===== config.mk =====
export PLATFORM = sky130hd
export DESIGN_NAME = option_byte_config_loader
export DESIGN_NICKNAME = d
export VERILOG_FILES = /design/src/core/option_loader_pkg.sv /design/src/core/fetch_if.sv /design/src/core/option_fetch.sv /design/src/core/option_wdt_clock_ctrl.sv /design/src/core/option_byte_config_loader.sv
export SDC_FILE = /design/constraint.sdc
export NUM_CORES = 1
export LEC_CHECK = 0
export ABC_AREA = 1
export ABC_CLOCK_PERIOD_IN_PS = 5660
export BUFFER_PORTS_ARGS = -buffer_cell sky130_fd_sc_hd__buf_2
export CAP_MARGIN = 20
export CORE_ASPECT_RATIO = 0.7
export CORE_UTILIZATION = 50
export CTS_CLUSTER_DIAMETER = 40
export DETAILED_ROUTE_END_ITERATION = 8
export PLACE_DENSITY_LB_ADDON = 0.3
export SETUP_SLACK_MARGIN = 0.02
export SLEW_MARGIN = 20
export SYNTH_ARGS = -nofsm -noshare
export SYNTH_HDL_FRONTEND = slang
export SYNTH_SLANG_ARGS = --single-unit

===== constraint.sdc =====
create_clock -name clk -period 5.66 [get_ports clk]
set_clock_uncertainty 0.2 [all_clocks]
set_input_delay 0.283 -clock clk [delete_from_list [all_inputs] [get_ports clk]]
set_output_delay 0.283 -clock clk [all_outputs]
set_load 0.01 [all_outputs]

===== src/core/option_loader_pkg.sv =====
// Shared constants, field layouts and types of the configuration byte loader.
package option_loader_pkg;

   // Flash locations of the configuration bytes.
   localparam logic [15:0] OPT_BASE_PRIMARY = 16'h0080;
   localparam logic [15:0] OPT_BASE_ALT = 16'h1080;
   localparam logic [15:0] POC_COPY_ADDR = 16'h0081;
   localparam logic [2:0] OPT_LAST_IDX = 3'h4;
   localparam logic [2:0] IDX_WDT = 3'h0;
   localparam logic [2:0] IDX_POC = 3'h1;
   localparam logic [2:0] IDX_DBG = 3'h4;

   // Field positions inside the bytes.
   localparam int WIN_HI = 6;
   localparam int WIN_LO = 5;
   localparam int RUN_EN_BIT = 4;
   localparam int OVF_HI = 3;
   localparam int OVF_LO = 1;
   localparam int LOCK_BIT = 0;
   localparam int POC_SEL_BIT = 0;
   localparam int DBG_HI = 1;
   localparam int DBG_LO = 0;
   localparam int STOP_REQ_BIT = 1;

   // Field codes and reset values.
   localparam logic [4:0] OVF_BASE_EXP = 5'h0a;
   localparam logic [1:0] WIN_25PCT = 2'h0;
   localparam logic [2:0] OVF_SHORTEST = 3'h0;
   localparam logic POC_MODE_SINGLE = 1'b0;
   localparam logic [1:0] DBG_OFF = 2'h0;
   localparam logic [1:0] DBG_BAD = 2'h1;
   localparam logic [1:0] DBG_ERASE = 2'h3;
   localparam logic [7:0] BYTE_RESET = 8'h00;

   // Register map: printed offsets are indices, byte address is four times the index.
   localparam logic [7:0] REG_IDX_WDT_CFG = 8'h80;
   localparam logic [7:0] REG_IDX_POC_CFG = 8'h81;
   localparam logic [7:0] REG_IDX_RSVD_A = 8'h82;
   localparam logic [7:0] REG_IDX_RSVD_B = 8'h83;
   localparam logic [7:0] REG_IDX_DBG_CFG = 8'h84;
   localparam logic [11:0] ADDR_OSC_MODE = 12'h000;
   localparam logic [11:0] ADDR_STATUS = 12'h004;

   typedef enum logic [1:0] {FS_IDLE = 2'b00, FS_FETCH = 2'b01, FS_COPY = 2'b11, FS_DONE = 2'b10} fetch_state_e;

   // Flash address of one configuration byte in the chosen bank.
   function automatic logic [15:0] option_addr(input logic alt, input logic [2:0] idx);
      option_addr = (alt ? OPT_BASE_ALT : OPT_BASE_PRIMARY) + {13'h0000, idx};
   endfunction : option_addr

   // Bus byte address of a register index.
   function automatic logic [11:0] reg_addr(input logic [7:0] idx);
      reg_addr = {2'b00, idx, 2'b00};
   endfunction : reg_addr

endpackage : option_loader_pkg


===== src/core/fetch_if.sv =====
// Signals between the loader top and its flash fetch sequencer.
interface fetch_if;
   logic alt_bank;
   logic copy_en;
   logic done;
   logic copied;
   logic [4:0][7:0] bytes;
   logic flash_req;
   logic flash_we;
   logic [15:0] flash_addr;
   logic [7:0] flash_wdata;
   logic [7:0] flash_rdata;
   logic flash_ack;

   modport fetcher (input alt_bank, input copy_en, input flash_rdata, input flash_ack, output done,
      output copied, output bytes, output flash_req, output flash_we, output flash_addr, output flash_wdata);
   modport owner (output alt_bank, output copy_en, output flash_rdata, output flash_ack, input done,
      input copied, input bytes, input flash_req, input flash_we, input flash_addr, input flash_wdata);
endinterface : fetch_if


===== src/core/option_fetch.sv =====
// Sequencer that reads the five configuration bytes from flash and performs the swap copy.
module option_fetch
   import option_loader_pkg::*;
(
   input wire logic clk,
   input wire logic rst,
   fetch_if.fetcher fb
);
   fetch_state_e state_q;
   logic [2:0] idx_q;
   logic [4:0][7:0] bytes_q;
   logic alt_q;
   logic copied_q;

   // Walk the bytes one request at a time, then optionally copy, then stop until the next reset.
   always_ff @(posedge clk or posedge rst) begin
      if (rst) begin
         state_q <= FS_IDLE;
      end else begin
         unique case (state_q)
            FS_IDLE: state_q <= FS_FETCH;
            FS_FETCH: if (fb.flash_ack && idx_q == OPT_LAST_IDX) state_q <= fb.copy_en ? FS_COPY : FS_DONE;
            FS_COPY: if (fb.flash_ack) state_q <= FS_DONE;
            FS_DONE: state_q <= FS_DONE;
         endcase
      end
   end

   // The bank is chosen once, so a late swap change cannot mix bytes of two banks.
   always_ff @(posedge clk or posedge rst) begin
      if (rst) alt_q <= 1'b0;
      else if (state_q == FS_IDLE) alt_q <= fb.alt_bank;
   end

   // Byte index and captured data.
   always_ff @(posedge clk or posedge rst) begin
      if (rst) begin
         idx_q <= 3'h0;
         bytes_q <= '0;
      end else if (state_q == FS_FETCH && fb.flash_ack) begin
         idx_q <= idx_q + 3'h1;
         bytes_q[idx_q] <= fb.flash_rdata;
      end
   end

   // Completion of the copy into the primary bank.
   always_ff @(posedge clk or posedge rst) begin
      if (rst) copied_q <= 1'b0;
      else if (state_q == FS_COPY && fb.flash_ack) copied_q <= 1'b1;
   end

   assign fb.flash_req = (state_q == FS_FETCH) || (state_q == FS_COPY);
   assign fb.flash_we = (state_q == FS_COPY);
   assign fb.flash_addr = (state_q == FS_COPY) ? POC_COPY_ADDR : option_addr(alt_q, idx_q);
   assign fb.flash_wdata = bytes_q[IDX_POC];
   assign fb.done = (state_q == FS_DONE);
   assign fb.copied = copied_q;
   assign fb.bytes = bytes_q;

   property p_bank_range;
      @(posedge clk) disable iff (rst)
      (state_q == FS_FETCH) |-> fb.flash_addr == option_addr(alt_q, idx_q) && idx_q <= OPT_LAST_IDX;
   endproperty
   a_bank_range: assert property (p_bank_range) else $error("fetch address outside option area");

   property p_copy_target;
      @(posedge clk) disable iff (rst)
      fb.flash_we |-> fb.flash_addr == POC_COPY_ADDR && fb.flash_wdata == bytes_q[IDX_POC] && alt_q;
   endproperty
   a_copy_target: assert property (p_copy_target) else $error("swap copy wrong address or data");

endmodule : option_fetch


===== src/core/option_wdt_clock_ctrl.sv =====
// Slow oscillator run control and watchdog count clock gating.
module option_wdt_clock_ctrl
   import option_loader_pkg::*;
(
   input wire logic clk,
   input wire logic rst,
   input wire logic loaded,
   input wire logic osc_lock,
   input wire logic stop_req,
   input wire logic run_enable,
   input wire logic halt_mode,
   input wire logic stop_mode,
   output logic slow_osc_run,
   output logic wdt_count_en
);
   logic osc_run_q;
   logic count_en_q;

   // Until the configuration is loaded the oscillator runs and the watchdog waits.
   always_ff @(posedge clk or posedge rst) begin
      if (rst) begin
         osc_run_q <= 1'b1;
         count_en_q <= 1'b0;
      end else begin
         osc_run_q <= !loaded || osc_lock || !stop_req;
         // Self programming is not an input here on purpose: the count never pauses for it.
         count_en_q <= loaded && run_enable && (osc_lock || !stop_req)
            && !(!osc_lock && (halt_mode || stop_mode));
      end
   end

   assign slow_osc_run = osc_run_q;
   assign wdt_count_en = count_en_q;

endmodule : option_wdt_clock_ctrl


===== src/core/option_byte_config_loader.sv =====
// Top of the reset-time configuration byte loader with its bus registers.
module option_byte_config_loader
   import option_loader_pkg::*;
(
   input wire logic clk,
   input wire logic rst,
   input wire logic psel,
   input wire logic penable,
   input wire logic pwrite,
   input wire logic [11:0] paddr,
   input wire logic [31:0] pwdata,
   output logic [31:0] prdata,
   output logic pready,
   output logic pslverr,
   output logic flash_req,
   output logic flash_we,
   output logic [15:0] flash_addr,
   output logic [7:0] flash_wdata,
   input wire logic [7:0] flash_rdata,
   input wire logic flash_ack,
   input wire logic boot_swap,
   input wire logic self_prog_active,
   input wire logic chip_erased,
   input wire logic halt_mode,
   input wire logic stop_mode,
   input wire logic vdd_above_2v7,
   input wire logic vdd_above_1v59,
   output logic config_loaded,
   output logic cpu_hold,
   output logic [1:0] wdt_window_sel,
   output logic wdt_run_enable,
   output logic illegal_access_det_en,
   output logic [2:0] wdt_overflow_sel,
   output logic [4:0] wdt_overflow_exp,
   output logic slow_osc_lock,
   output logic slow_osc_run,
   output logic wdt_count_en,
   output logic power_on_clear_threshold_sel,
   output logic power_on_clear,
   output logic debug_enable,
   output logic debug_erase_on_fail
);
   fetch_if fb ();

   logic loaded_q;
   logic [1:0] window_q;
   logic run_en_q;
   logic [2:0] ovf_sel_q;
   logic lock_q;
   logic poc_sel_q;
   logic [1:0] dbg_q;
   logic stop_req_q;
   logic reached_2v7_q;
   logic v27_meta_q;
   logic v27_q;
   logic v159_meta_q;
   logic v159_q;
   logic [31:0] prdata_q;
   logic pslverr_q;
   logic setup;
   logic [31:0] rd_value;
   logic rd_hit;

   // Overflow exponent is the base plus the select field.
   function automatic logic [4:0] ovf_exponent(input logic [2:0] sel);
      ovf_exponent = OVF_BASE_EXP + {2'b00, sel};
   endfunction : ovf_exponent

   // The prohibited debug code is read as debug off so a bad byte never opens the port.
   function automatic logic [1:0] debug_code(input logic [7:0] cfg);
      debug_code = (cfg[DBG_HI:DBG_LO] == DBG_BAD) ? DBG_OFF : cfg[DBG_HI:DBG_LO];
   endfunction : debug_code

   option_fetch u_fetch (
      .clk(clk),
      .rst(rst),
      .fb(fb.fetcher)
   );

   // Bank choice and the swap copy; the copy only lands on a freshly chip-erased array.
   assign fb.alt_bank = boot_swap;
   assign fb.copy_en = boot_swap && chip_erased;
   assign fb.flash_rdata = flash_rdata;
   assign fb.flash_ack = flash_ack;
   assign flash_req = fb.flash_req;
   assign flash_we = fb.flash_we;
   assign flash_addr = fb.flash_addr;
   assign flash_wdata = fb.flash_wdata;

   // Comparator levels are asynchronous, so each passes two flip-flops.
   always_ff @(posedge clk or posedge rst) begin
      if (rst) begin
         v27_meta_q <= 1'b0;
         v27_q <= 1'b0;
         v159_meta_q <= 1'b0;
         v159_q <= 1'b0;
      end else begin
         v27_meta_q <= vdd_above_2v7;
         v27_q <= v27_meta_q;
         v159_meta_q <= vdd_above_1v59;
         v159_q <= v159_meta_q;
      end
   end

   // Holding flops, written once when the fetch ends; no bus path reaches them.
   always_ff @(posedge clk or posedge rst) begin
      if (rst) begin
         loaded_q <= 1'b0;
         window_q <= WIN_25PCT;
         run_en_q <= 1'b0;
         ovf_sel_q <= OVF_SHORTEST;
         lock_q <= 1'b0;
         poc_sel_q <= POC_MODE_SINGLE;
         dbg_q <= DBG_OFF;
      end else if (fb.done && !loaded_q) begin
         loaded_q <= 1'b1;
         window_q <= fb.bytes[IDX_WDT][WIN_HI:WIN_LO];
         run_en_q <= fb.bytes[IDX_WDT][RUN_EN_BIT];
         ovf_sel_q <= fb.bytes[IDX_WDT][OVF_HI:OVF_LO];
         lock_q <= fb.bytes[IDX_WDT][LOCK_BIT];
         // A swap during self programming keeps the single-threshold default.
         poc_sel_q <= (boot_swap && self_prog_active) ? POC_MODE_SINGLE : fb.bytes[IDX_POC][POC_SEL_BIT];
         dbg_q <= debug_code(fb.bytes[IDX_DBG]);
      end
   end

   // Dual mode remembers that the supply once passed the upper point.
   always_ff @(posedge clk or posedge rst) begin
      if (rst) reached_2v7_q <= 1'b0;
      else if (loaded_q && v27_q) reached_2v7_q <= 1'b1;
   end

   // Software stop request for the slow oscillator, bit 1 of the mode register.
   // The write lands when the access phase completes, never in the setup cycle.
   always_ff @(posedge clk or posedge rst) begin
      if (rst) stop_req_q <= 1'b0;
      else if (psel && penable && pwrite && paddr == ADDR_OSC_MODE) stop_req_q <= pwdata[STOP_REQ_BIT];
   end

   option_wdt_clock_ctrl u_clock_ctrl (
      .clk(clk),
      .rst(rst),
      .loaded(loaded_q),
      .osc_lock(lock_q),
      .stop_req(stop_req_q),
      .run_enable(run_en_q),
      .halt_mode(halt_mode),
      .stop_mode(stop_mode),
      .slow_osc_run(slow_osc_run),
      .wdt_count_en(wdt_count_en)
   );

   // Decoded settings toward the watchdog, oscillator, threshold and debug logic.
   assign config_loaded = loaded_q;
   assign wdt_window_sel = window_q;
   assign wdt_run_enable = run_en_q;
   assign illegal_access_det_en = run_en_q;
   assign wdt_overflow_sel = ovf_sel_q;
   assign wdt_overflow_exp = ovf_exponent(ovf_sel_q);
   assign slow_osc_lock = lock_q;
   assign power_on_clear_threshold_sel = poc_sel_q;
   assign debug_enable = dbg_q[DBG_HI];
   assign debug_erase_on_fail = (dbg_q == DBG_ERASE);

   // In dual mode the clear stays on until the upper point is seen, then follows the lower one.
   assign power_on_clear = !v159_q || (poc_sel_q && !reached_2v7_q);
   // Normal operation waits for the load and for a released clear.
   assign cpu_hold = !loaded_q || power_on_clear;

   // Read multiplexer; reserved bytes read as stored so software can see a bad image.
   always_comb begin
      rd_value = 32'h0000_0000;
      rd_hit = 1'b1;
      unique case (paddr)
         ADDR_OSC_MODE: rd_value[STOP_REQ_BIT] = stop_req_q;
         ADDR_STATUS: rd_value[5:0] = {reached_2v7_q, fb.copied, fb.bytes[IDX_DBG][DBG_HI:DBG_LO] == DBG_BAD,
            fb.bytes[IDX_WDT][WIN_HI:WIN_LO] == WIN_25PCT && fb.bytes[IDX_WDT][OVF_HI:OVF_LO] == OVF_SHORTEST,
            boot_swap, loaded_q};
         reg_addr(REG_IDX_WDT_CFG): rd_value[7:0] = fb.bytes[0];
         reg_addr(REG_IDX_POC_CFG): rd_value[7:0] = fb.bytes[1];
         reg_addr(REG_IDX_RSVD_A): rd_value[7:0] = fb.bytes[2];
         reg_addr(REG_IDX_RSVD_B): rd_value[7:0] = fb.bytes[3];
         reg_addr(REG_IDX_DBG_CFG): rd_value[7:0] = fb.bytes[4];
         default: rd_hit = 1'b0;
      endcase
   end

   // The answer is prepared in the setup cycle so that data leave a flip-flop in the access cycle.
   assign setup = psel && !penable;
   always_ff @(posedge clk or posedge rst) begin
      if (rst) begin
         prdata_q <= 32'h0000_0000;
         pslverr_q <= 1'b0;
      end else if (setup) begin
         prdata_q <= pwrite ? 32'h0000_0000 : rd_value;
         pslverr_q <= !rd_hit;
      end
   end

   assign prdata = prdata_q;
   assign pslverr = pslverr_q;
   assign pready = 1'b1;

   // Watchdog, oscillator, reset, load, copy, debug and register bus checks.
   property p_window_follows_byte;
      @(posedge clk) disable iff (rst)
      $rose(loaded_q) |-> wdt_window_sel == fb.bytes[IDX_WDT][WIN_HI:WIN_LO];
   endproperty
   a_window_follows_byte: assert property (p_window_follows_byte) else $error("window select mismatch");

   property p_count_needs_enable;
      @(posedge clk) disable iff (rst)
      wdt_count_en |-> wdt_run_enable && illegal_access_det_en && config_loaded;
   endproperty
   a_count_needs_enable: assert property (p_count_needs_enable) else $error("watchdog counts while disabled");

   property p_overflow_exponent;
      @(posedge clk) disable iff (rst)
      config_loaded |-> wdt_overflow_exp == OVF_BASE_EXP + {2'b00, wdt_overflow_sel};
   endproperty
   a_overflow_exponent: assert property (p_overflow_exponent) else $error("overflow exponent wrong");

   property p_lock_keeps_osc;
      @(posedge clk) disable iff (rst)
      config_loaded && slow_osc_lock |=> slow_osc_run;
   endproperty
   a_lock_keeps_osc: assert property (p_lock_keeps_osc) else $error("locked oscillator stopped");

   property p_stop_honoured;
      @(posedge clk) disable iff (rst)
      config_loaded && !slow_osc_lock && stop_req_q |=> !slow_osc_run && !wdt_count_en;
   endproperty
   a_stop_honoured: assert property (p_stop_honoured) else $error("stop request ignored");

   property p_halt_gates_count;
      @(posedge clk) disable iff (rst)
      !slow_osc_lock && (halt_mode || stop_mode) |=> !wdt_count_en;
   endproperty
   a_halt_gates_count: assert property (p_halt_gates_count) else $error("count clock during halt");

   property p_self_prog_counts;
      @(posedge clk) disable iff (rst)
      self_prog_active && config_loaded && wdt_run_enable && !halt_mode && !stop_mode && !stop_req_q
         |=> wdt_count_en;
   endproperty
   a_self_prog_counts: assert property (p_self_prog_counts) else $error("count paused by self programming");

   property p_dual_holds;
      @(posedge clk) disable iff (rst)
      power_on_clear_threshold_sel && !reached_2v7_q |-> power_on_clear && cpu_hold;
   endproperty
   a_dual_holds: assert property (p_dual_holds) else $error("dual mode released before upper point");

   property p_dual_lower_only;
      @(posedge clk) disable iff (rst)
      reached_2v7_q && v159_q && !v27_q |-> !power_on_clear;
   endproperty
   a_dual_lower_only: assert property (p_dual_lower_only) else $error("clear at upper point after start");

   property p_selfprog_default;
      @(posedge clk) disable iff (rst)
      $rose(loaded_q) && $past(boot_swap) && $past(self_prog_active) |-> power_on_clear_threshold_sel == POC_MODE_SINGLE;
   endproperty
   a_selfprog_default: assert property (p_selfprog_default) else $error("threshold mode changed by self program");

   property p_copy_needs_erase;
      @(posedge clk) disable iff (rst)
      flash_we |-> chip_erased || $past(chip_erased);
   endproperty
   a_copy_needs_erase: assert property (p_copy_needs_erase) else $error("copy without chip erase");

   property p_debug_decode;
      @(posedge clk) disable iff (rst)
      $rose(loaded_q) |-> debug_enable == (fb.bytes[IDX_DBG][DBG_HI:DBG_LO] inside {2'h2, 2'h3})
         && debug_erase_on_fail == (fb.bytes[IDX_DBG][DBG_HI:DBG_LO] == DBG_ERASE);
   endproperty
   a_debug_decode: assert property (p_debug_decode) else $error("debug control decode wrong");

   property p_fields_held;
      @(posedge clk) disable iff (rst)
      config_loaded |=> $stable({wdt_window_sel, wdt_run_enable, wdt_overflow_sel, slow_osc_lock,
         power_on_clear_threshold_sel, debug_enable, debug_erase_on_fail});
   endproperty
   a_fields_held: assert property (p_fields_held) else $error("held field changed after load");

   property p_load_before_run;
      @(posedge clk) disable iff (rst)
      !config_loaded |-> cpu_hold && !wdt_count_en;
   endproperty
   a_load_before_run: assert property (p_load_before_run) else $error("running before load");

   property p_apb_error;
      @(posedge clk) disable iff (rst)
      psel && !penable && !rd_hit |=> pslverr && prdata == 32'h0000_0000;
   endproperty
   a_apb_error: assert property (p_apb_error) else $error("unmapped access not refused");

   // Load sequencing, register bus, swap copy and power-on clear checks.
   property p_no_fetch_after_load;
      @(posedge clk) disable iff (rst)
      config_loaded |-> !flash_req && !flash_we;
   endproperty
   a_no_fetch_after_load: assert property (p_no_fetch_after_load) else $error("flash access after load");

   property p_stop_write;
      @(posedge clk) disable iff (rst)
      psel && penable && pwrite && paddr == ADDR_OSC_MODE && pwdata[STOP_REQ_BIT] |=> stop_req_q;
   endproperty
   a_stop_write: assert property (p_stop_write) else $error("stop request write lost");

   property p_copy_needs_swap;
      @(posedge clk) disable iff (rst)
      fb.copied |-> boot_swap && chip_erased;
   endproperty
   a_copy_needs_swap: assert property (p_copy_needs_swap) else $error("copy without swap and erase");

   property p_single_lower_only;
      @(posedge clk) disable iff (rst)
      config_loaded && !power_on_clear_threshold_sel |-> power_on_clear == !v159_q;
   endproperty
   a_single_lower_only: assert property (p_single_lower_only) else $error("single mode clear wrong");

   c_swap_copy: cover property (@(posedge clk) disable iff (rst) fb.copied && config_loaded);
   c_dual_mode: cover property (@(posedge clk) disable iff (rst) power_on_clear_threshold_sel && reached_2v7_q);
   c_debug_erase: cover property (@(posedge clk) disable iff (rst) config_loaded && debug_erase_on_fail);
   c_halt_gate: cover property (@(posedge clk) disable iff (rst) wdt_run_enable && halt_mode && !slow_osc_lock);
   c_stop_request: cover property (@(posedge clk) disable iff (rst) config_loaded && stop_req_q && !slow_osc_lock);

endmodule : option_byte_config_loader


Yosys cells after proc, flatten, opt, wreduce, memory -nomap -nowiden

Cells that the tools add are included.

Logic and storage cells: 101
Input bits: 65
Bits in registers: 99
Latch bits: 0
Bits in read-only memories: 0
Memories: 0
Bits in writable memories: 0
Output and inout port bits: 81

Bitwise logic cells: 0
Reduce and logical (&&, ||, !) cells: 39
Equal/unequal tests: 14
$add $sub $neg: 3
Magnitude comparators: 2
Divide/modulo/power cells: 0
Shift operators: 0
$mul: 0
Multiplexer cells: 17

Operators by type and width:

| kind                                                                 | number |
|---|---|
| 12-bit by 10-bit == test with 1-bit output, second input constant    | 5 |
| 40-bit bitwise mux                                                   | 1 |
| 8-bit demux with 3-bit select                                        | 1 |
| 4-bit case mux with 6 select lines                                   | 1 |
| 1-bit logical AND                                                    | 18 |
| 16-bit by 3-bit adder with 16-bit output                             | 1 |
| 16-bit two-way mux                                                   | 1 |
| 8-bit two-way mux                                                    | 2 |
| 13-bit two-way mux                                                   | 1 |
| 12-bit by 3-bit == test with 1-bit output, second input constant     | 1 |
| 12-bit logical NOT                                                   | 1 |
| 2-bit case mux with 5 select lines                                   | 1 |
| 1-bit logical NOT                                                    | 8 |
| 2-bit case mux with 4 select lines                                   | 1 |
| 1-bit logical OR                                                     | 7 |
| 1-bit case mux with 7 select lines                                   | 1 |
| 7-bit OR reduction                                                   | 1 |
| 2-bit == test, second input constant                                 | 3 |
| 2-bit two-way mux                                                    | 3 |
| 1-bit case mux with 6 select lines                                   | 1 |
| 4-bit by 3-bit adder with 5-bit output, first input constant         | 1 |
| 2-bit by 1-bit == test with 1-bit output, second input constant      | 2 |
| 2-bit logical NOT                                                    | 2 |
| 3-bit by 4-bit < comparator with 1-bit output, second input constant | 1 |
| 7 further kinds                                                      | 10 |

Longest topological paths before layout

Gate-level depths: netlist of run 1.

Depth after elaboration: 5
Depth in mapped cells: 11
Mapped depth without buffers: 11

Cells and area by module

Synthesis of run 1 repeated with hierarchy kept, for this count alone.

Cells, all modules: 534
Area, all modules: 4,070.2 um^2

By module, submodules not included:

| module                    | cells an instance | area each (um^2) | seq. area each (um^2) | times used |
|---|---|---|---|---|
| option_fetch              | 244               | 2,115.8          | 1,176.1               | 1 |
| option_byte_config_loader | 278               | 1,864.3          | 650.6                 | 1 |
| option_wdt_clock_ctrl     | 12                | 90.1             | 51.3                  | 1 |

Least setup slack after synthesis of run 1

Ideal clock, no wire load.

Path type: register to register
Start: register u_fetch.idx_q[1]
End: register u_fetch.state_q[0]
Stages on the path, launching flop included: 6
Clock period less this slack: 1.514 ns
Required time: 5.321 ns
Path slack: 4.146 ns
Setup time: 0.139 ns
Arrival time: 1.175 ns
Path buffers: 0
Cells stage by stage: dfrtp_1 > inv_1 > ha_1 > nand2_1 > a211oi_1 > o22ai_1

Cells in the longest elaborated chain, start to end: 4

RTL lines:

| element                                                   | line               | RTL |
|---|---|---|
| start, declared                                           | option_fetch.sv:10 | `logic [2:0] idx_q;` |
| start signal, assigned                                    | option_fetch.sv:41 | `idx_q <= idx_q + 3'h1;` |
| 3-bit == test                                             | option_fetch.sv:22 | `FS_FETCH: if (fb.flash_ack && idx_q == OPT_LAST_IDX) state_q <= fb.copy_en ? FS_COPY : FS_DONE;` |
| 1-bit logical AND                                         | option_fetch.sv:22 |  |
| 2-bit by 1-bit != test with 1-bit output (no source line) | n/a                |  |
| 2-bit AND reduction (no source line)                      | n/a                |  |
| end signal, assigned                                      | option_fetch.sv:22 |  |
| end, declared                                             | option_fetch.sv:9  | `fetch_state_e state_q;` |

Every way passes these cells.
A chain may end at the register's enable or synchronous reset.

Final worst setup path of run 1

Start: register loaded_q (netlist: config_loaded)
End: output port cpu_hold

Cells in the longest elaborated chain, start to end: 2

RTL lines:

| element                | line                             | RTL |
|---|---|---|
| start, declared        | option_byte_config_loader.sv:45  | `logic loaded_q;` |
| start signal, assigned | option_byte_config_loader.sv:108 | `loaded_q <= 1'b0;` |
| start signal, assigned | option_byte_config_loader.sv:116 | `loaded_q <= 1'b1;` |
| 1-bit logical NOT      | option_byte_config_loader.sv:168 | `assign cpu_hold = !loaded_q \|\| power_on_clear;` |
| 1-bit logical OR       | option_byte_config_loader.sv:168 |  |
| end, declared          | option_byte_config_loader.sv:29  | `output logic cpu_hold,` |

Every way passes these cells.

==> results.yml, run 1 <==
cells_and_area:
  n_antenna_cell: 0
  multiInputGateArea_sq_um: 1570
  fillers: 700
  layout-drive-gt1-share_pct: 21.2
  syn2layout_area_growth_pct: 13.4
  final_cells: 659
  nets: 624
  design_area_sq_um: 4490
  seqCellArea_sq_um: 1880
power_and_ir_drop:
  pwr-share-seq_pct: 47.7
  swShare_pct: 24.0
  internal_power_mw: 0.869
  p_clk_share_pct: 46.1
  combPwrFrac_pct: 6.2
  p_switching_mw: 0.275
  peakVddDrop_uv: 141
  p_leak_nw: 2.46
  powerDensity_nw_per_um2: 255
global_routing:
  grt_max_degree: 76
  grt.overflow.total: 0
  antenna_found_initial: 0
  grt_usage_pct: 24.3
  grt_pass1_vias: 3203
  grt_pass1_wl_mm: 15.3
synthesis:
  yosys_warnings: 0
  synth_top_family_by_area: "simple AND/OR/NAND/NOR gates"
  synth_compound_area_share_pct: 8.94
  ys_types: 31
  avgSynthCellArea_sq_um: 8.18
  ys_seq_area_share_pct: 47.4
  synth-xor-area-share_pct: 0.442
  synthMuxAreaShare_pct: 0
  syn_area_sq_um: 3960
  syn_inst: 484
  synthAdderAreaFrac_pct: 0.948
  synth_edf_count: 0
  synth_simple_gate_area_share_pct: 25.7
  synth_seq_cells: 75
  synthFlopType: "dfrtp_1"
  async_reset_ff_share_pct: 100
timing:
  finalSetupViolCount: 0
  min_period_ns: 1.89
  setup_tns_ns: 0
  max_freq_mhz: 530
  min_period_over_period_pct: 33.3
  worst_pin_slew_ns: 0.919
  rsz0062_at_grt: "no"
  final-max-slew-violation-count: 0
  relSlewSlack_pct: 38.7
  hold_violations: 0
clocking:
  cts_sinks: 75
  clock_tree.htree_level_count: 3
  cts_tree: "done"
  cts_buffers: 9
  worstSkewPairLatency_ns: 0.34
  cts.path.max_buffers: 2
  cts.repair.resized: 0
  clk_pin_slew_ns: 0.06
  cts-root-buf: "clkbuf_16"
die:
  initial_core_util_pct: 52.9
  rows: 26
  ios: 146
  dieWidth_microns: 108
  dieHeight_microns: 76.4
  coreArea_sq_um: 7480
  dieArea_sq_um: 8280
critical_path:
  critPathLaunchType: "register"
  slowest_stage: "dfrtp_1"
  cp_data_arrival_time_ns: 1.40
  endpoint_kind: "primary output"
  crit_fanout: 5
  critical_path_required_ns: 5.18
  r2r_setup_slack_ns: 3.94
  cpPeakStageDelay_ns: 0.48
  crit_type: "reg2out"
  critical_path.cell_chain: "inv_1, or2_2, buf_2"
detailed_routing:
  wl_per_cell_microns: 13.8
  drc_errors: 0
  first_pass_iters: 5
  via_count: 3242
  drt_iter0_markers: 268
  route.antenna.remaining_nets: 0
  wl_mm: 9.11
  vias_per_cell: 4.92
placed_design:
  port_buffers: 77
  gp_congestion: 1.00
  placed_area_sq_um: 4180
  placed_cells: 640
  hpwl_mm: 6.68
worst_hold_path:
  holdCritPathClass: "in2async"
job:
  maxCapViolCount: 0
outcome:
  status: "finished clean"
## sequential cells by signal, summed over array words and instances (netlist names), 2 cells and up
| name | count |
|---|---|
| wdt_window_sel | 2 |
| u_fetch.fb.bytes | 32 |
| u_fetch.idx_q | 3 |
| dbg_q | 2 |
| prdata | 8 |
| u_fetch.state_q | 2 |
| u_fetch.fb.flash_wdata | 8 |
| wdt_overflow_sel | 3 |
## worst paths after layout
| check | startpoint | cells past startpoint | to |
|---|---|---|---|
| min | rst | 3 | u_fetch.idx_q[2]$_DFFE_PP0P_ |
| max in group asynchronous | rst | 3 | u_fetch.fb.bytes[5]$_DFFE_PP0P_ |
| max reg2reg | u_fetch.state_q[0]$_DFFE_PP0P_ | 5 | u_fetch.fb.flash_wdata[0]$_DFFE_PP0P_ |
| max | config_loaded$_DFFE_PP0P_ | 3 | cpu_hold |
| min reg2reg | v27_meta_q$_DFF_PP0_ | 0 | v27_q$_DFF_PP0_ |
| min in group clk | pwdata[1] | 3 | stop_req_q$_DFFE_PP0P_ |
## kinds of logic after synthesis
| logic type | count (synthesis) |
|---|---|
| AO/OA/AOI/OAI | 69 |
| XOR/XNOR | 2 |
| adder cells (fa/ha/maj) | 3 |
| buffers and inverters | 113 |
| flip-flops | 75 |
| other | 2 |
| AND/OR/NAND/NOR | 220 |
## what timing repair did
item,4_1_cts,5_1_grt
buffers inserted,0,0
hold buffers,3,0
endpoints found under the hold margin,3,0
## cells in the final DEF (no fill, tap or decap), drive strengths merged, types with 2 or more instances in the layout
| cell type | instances |
|---|---|
| nand2 | 136 |
| buf | 79 |
| dfrtp | 74 |
| o21ai | 63 |
| inv | 57 |
| conb | 37 |
| nor2 | 37 |
| nand3 | 36 |
| clkbuf | 10 |
| nand4 | 6 |
| ha | 3 |
| clkinvlp | 3 |
| dlygate4sd3 | 3 |
| clkinv | 3 |
| a21o | 2 |
| a21oi | 2 |
| xor2 | 2 |
| nor3 | 2 |
## stage by stage
stage / hold slack, ns / power, mW / setup WS, ns / utilization, %
detailed placement: 0.135 / 0.625 / 3.78 / 55.9
global route: 0.0464 / 1.18 / 3.68 / 60.0
CTS: 0.0190 / 1.15 / 3.76 / 60.0
floorplan: 0.114 / 0.615 / 3.27 / -
global placement: 0.134 / 0.623 / 3.82 / 55.9
finish: 0.0112 / 1.14 / 3.77 / 60.0
## area by class of cell
class | count | share of cell area (%)
tap | 98 | 2.73
inverter | 57 | 4.76
clock buffer | 10 | 5.32
clock inverter | 6 | 0.919
timing repair buffer | 82 | 9.58
multi-input combinational | 331 | 34.9
sequential | 75 | 41.8
## critical path, delay by kind of cell (launching register included)
family / cells / cell delay [ns]
buffers and inverters: 2 / 0.28
and+or+nand+nor: 1 / 0.30
DFF: 1 / 0.48
## cells in the mapped netlist, drive strengths merged (2+ instances only)
cell	count	area (sq um)
dfrtp	74	1850
inv	57	214
ha	3	37.5
buf	55	424
nor2	37	165
conb	2	7.51
o21ai	63	315
a21oi	2	10.0
nand4	6	113
nor3	2	21.3
nand2	136	518
xor2	2	17.5
a21o	2	15.0
nand3	36	180
## per-layer routing
| metal | vias to the layer above | global-route usage [%] | wire, microns |
|---|---|---|---|
| met5 | - | 0 | 0 |
| met4 | 0 | 6.49 | 124 |
| met3 | 15 | 7.96 | 768 |
| met2 | 126 | 38.0 | 4180 |
| met1 | 1513 | 32.4 | 4040 |
| li1 | 1588 | - | - |
## power groups by stage
stage                     registers, mW  logic (mW)  clock network [mW]
after floorplan                   0.556      0.0594                   0
after global placement            0.555      0.0681                   0
after detailed placement          0.555      0.0695                   0
after CTS                         0.546      0.0712               0.536
after global routing              0.546      0.0807               0.558
final                             0.546      0.0705               0.528
Power figures use the tool's default switching activity.
==> inputs of run 2 (changes only) <==
--- a/config.mk
+++ b/config.mk
@@ -6,11 +6,11 @@
 export NUM_CORES = 1
 export LEC_CHECK = 0
 export ABC_AREA = 1
-export ABC_CLOCK_PERIOD_IN_PS = 5660
+export ABC_CLOCK_PERIOD_IN_PS = 1600
 export BUFFER_PORTS_ARGS = -buffer_cell sky130_fd_sc_hd__buf_2
 export CAP_MARGIN = 20
 export CORE_ASPECT_RATIO = 0.7
-export CORE_UTILIZATION = 50
+export CORE_UTILIZATION = 45
 export CTS_CLUSTER_DIAMETER = 40
 export DETAILED_ROUTE_END_ITERATION = 8
 export PLACE_DENSITY_LB_ADDON = 0.3
==> constraint.sdc (replaced) <==
create_clock -name clk -period 1.6 [get_ports clk]
set_clock_uncertainty 0.2 [all_clocks]
set_input_delay 0.08 -clock clk [delete_from_list [all_inputs] [get_ports clk]]
set_output_delay 0.08 -clock clk [all_outputs]
set_load 0.01 [all_outputs]
==> run 2 against run 1 <==
  * Clock power grew to 4.5 times the previous value
  * Via count rose by 5.8%
  * Highest routed layer unchanged
  * First-iteration DRC count shrank 12%
  * Global-route usage shrank 0.94 points
  * Count of clock-buffer cells in the layout shrank 1
  * Critical endpoint is now flash_addr[1]
  * Total power rose to 4.0 times the previous value
==> results.yml, run 2 (same netlist as run 1, synthesis figures left out) <==
outcome:
  status: "finished clean"
cells_and_area:
  fillers: 781
  final_cells: 719
  layout-drive-gt1-share_pct: 24.2
  design_area_sq_um: 4980
  nets: 662
  layout_common_cells: "nand2_1 (132), buf_2 (75), dfrtp_1 (72)"
  syn2layout_area_growth_pct: 25.7
  n_antenna_cell: 0
  final_common_cell: "nand2_1"
  largest_register_ff_count: 32
detailed_routing:
  wl_per_cell_microns: 13.6
  wl_mm: 9.77
  drt_iter0_markers: 235
  via_count: 3429
  drc_errors: 0
  first_pass_iters: 5
  vias_per_cell: 4.77
  route.antenna.remaining_nets: 0
global_routing:
  grt_usage_pct: 23.4
  grt.overflow.total: 0
  grt_max_degree: 25
  antenna_found_initial: 0
  grt_pass1_vias: 3367
  grt_pass1_wl_mm: 16.1
clocking:
  cts_tree: "done"
  cts_sinks: 75
  cts_buffers: 9
  clk_pin_slew_ns: 0.06
  cts.path.max_buffers: 2
  worstSkewPairLatency_ns: 0.34
  cts-root-buf: "clkbuf_16"
  clock_tree.htree_level_count: 3
power_and_ir_drop:
  powerDensity_nw_per_um2: 928
  fin_total_pwr_mw: 4.62
  peakVddDrop_uv: 563
  p_leak_nw: 2.66
timing:
  holdWs_ns: 0.102
  max_freq_mhz: 644
  finalSetupViolCount: 0
  min_period_ns: 1.55
  setup_tns_ns: 0
  min_period_over_period_pct: 97.1
  rsz0062_at_grt: "yes"
  hold_violations: 0
  final-max-slew-violation-count: 0
critical_path:
  critical_path.cell_chain: "buf_4, nand2_2, inv_2, nor2_1, buf_2"
  crit_fanout: 5
  critical_path_required_ns: 1.32
  crit_type: "reg2out"
  slowest_stage: "dfrtp_1"
  cp_data_arrival_time_ns: 1.27
  critPathLaunchType: "register"
  cpPeakStageDelay_ns: 0.41
  r2r_setup_slack_ns: 0.06
  endpoint_kind: "primary output"
die:
  ios: 146
  coreArea_sq_um: 8480
  dieHeight_microns: 80.5
  rows: 28
  dieArea_sq_um: 9180
  initial_core_util_pct: 46.7
  dieWidth_microns: 114
placed_design:
  placed_cells: 677
  port_buffers: 77
  placed_area_sq_um: 4350
  gp_congestion: 0.910
  hpwl_mm: 7.07
job:
  maxCapViolCount: 0
worst_hold_path:
  holdCritPathClass: "in2async"
==> run 2: cell types whose count changed in the layout (fill, tap and decap cells not counted), moves of 3 or more <==
| cell | previous run | this run |
|---|---|---|
| buf_4 | 2 | 19 |
| bufinv_16 | 0 | 3 |
| dlygate4sd3_1 | 3 | 23 |
| inv_1 | 45 | 42 |
| nand2_1 | 135 | 132 |
| nand2_2 | 0 | 3 |
==> run 2: per-layer routing <==
metal | part of all wire [%] | GRT usage (%) | wire length (microns) | vias to the layer above
met3 | 6.1 | 5.66 | 597 | 16
met1 | 46 | 30.7 | 4510 | 1623
met4 | 1.2 | 5.97 | 121 | 0
met5 | 0 | 0 | 0 | -
met2 | 46 | 38.9 | 4540 | 120
li1 | - | - | - | 1670
==> run 2: per-stage QoR <==
step,worst slack [ns],utilization [%]
2_1_floorplan,0.0857,-
3_3_place_gp,0.0643,51.3
3_5_place_dp,-0.00219,51.3
4_1_cts,0.0309,58.2
5_1_grt,-0.0452,58.7
6_report,0.0471,58.7
==> run 2: path summary, 6_finish.rpt <==
path	cells after the start	end	startpoint
setup / recovery	5	flash_addr[1]	u_fetch.state_q[0]$_DFFE_PP0P_
hold / removal	3	u_clock_ctrl.wdt_count_en$_DFF_PP0_	rst
setup reg to reg	4	u_fetch.fb.bytes[17]$_DFFE_PP0P_	u_fetch.state_q[1]$_DFFE_PP0P_
hold reg to reg	0	v27_q$_DFF_PP0_	v27_meta_q$_DFF_PP0_
max in group asynchronous	4	prdata[5]$_DFFE_PP0P_	rst
min in group clk	0	v27_q$_DFF_PP0_	v27_meta_q$_DFF_PP0_
==> run 2: worst max-delay path, delay by kind of cell, from the launching register on <==
family	cells	cell delay, ns
flops	1	0.41
simple gates	2	0.15
buf+inv	3	0.37
==> run 2: area by class of cell <==
| cell class | instances | area (sq um) | area share (%) |
|---|---|---|---|
| clock buffers | 9 | 225 | 4.53 |
| clock inverters | 7 | 124 | 2.49 |
| inverters | 57 | 221 | 4.45 |
| multi-input cells | 331 | 1580 | 31.7 |
| flip-flops and latches | 75 | 1880 | 37.8 |
| well taps | 120 | 150 | 3.02 |
| repair buffers | 120 | 800 | 16.1 |
==> run 2: what timing repair did <==
action / 4_1_cts / 5_1_grt
gates resized for setup: 3 / 9
endpoints found under the setup margin: 4 / 34
cloned: 0 / 0
endpoints found under the hold margin: 132 / 1
buffers inserted: 1 / 2
hold buffers: 23 / 1
pin swaps: 0 / 2
==> run 2: report_power, final <==
part           switching, mW  leakage, nW  internal (mW)
combinational          0.208         1.50          0.133
sequential           0.00909        0.993           1.92
clock                  0.816        0.167           1.54
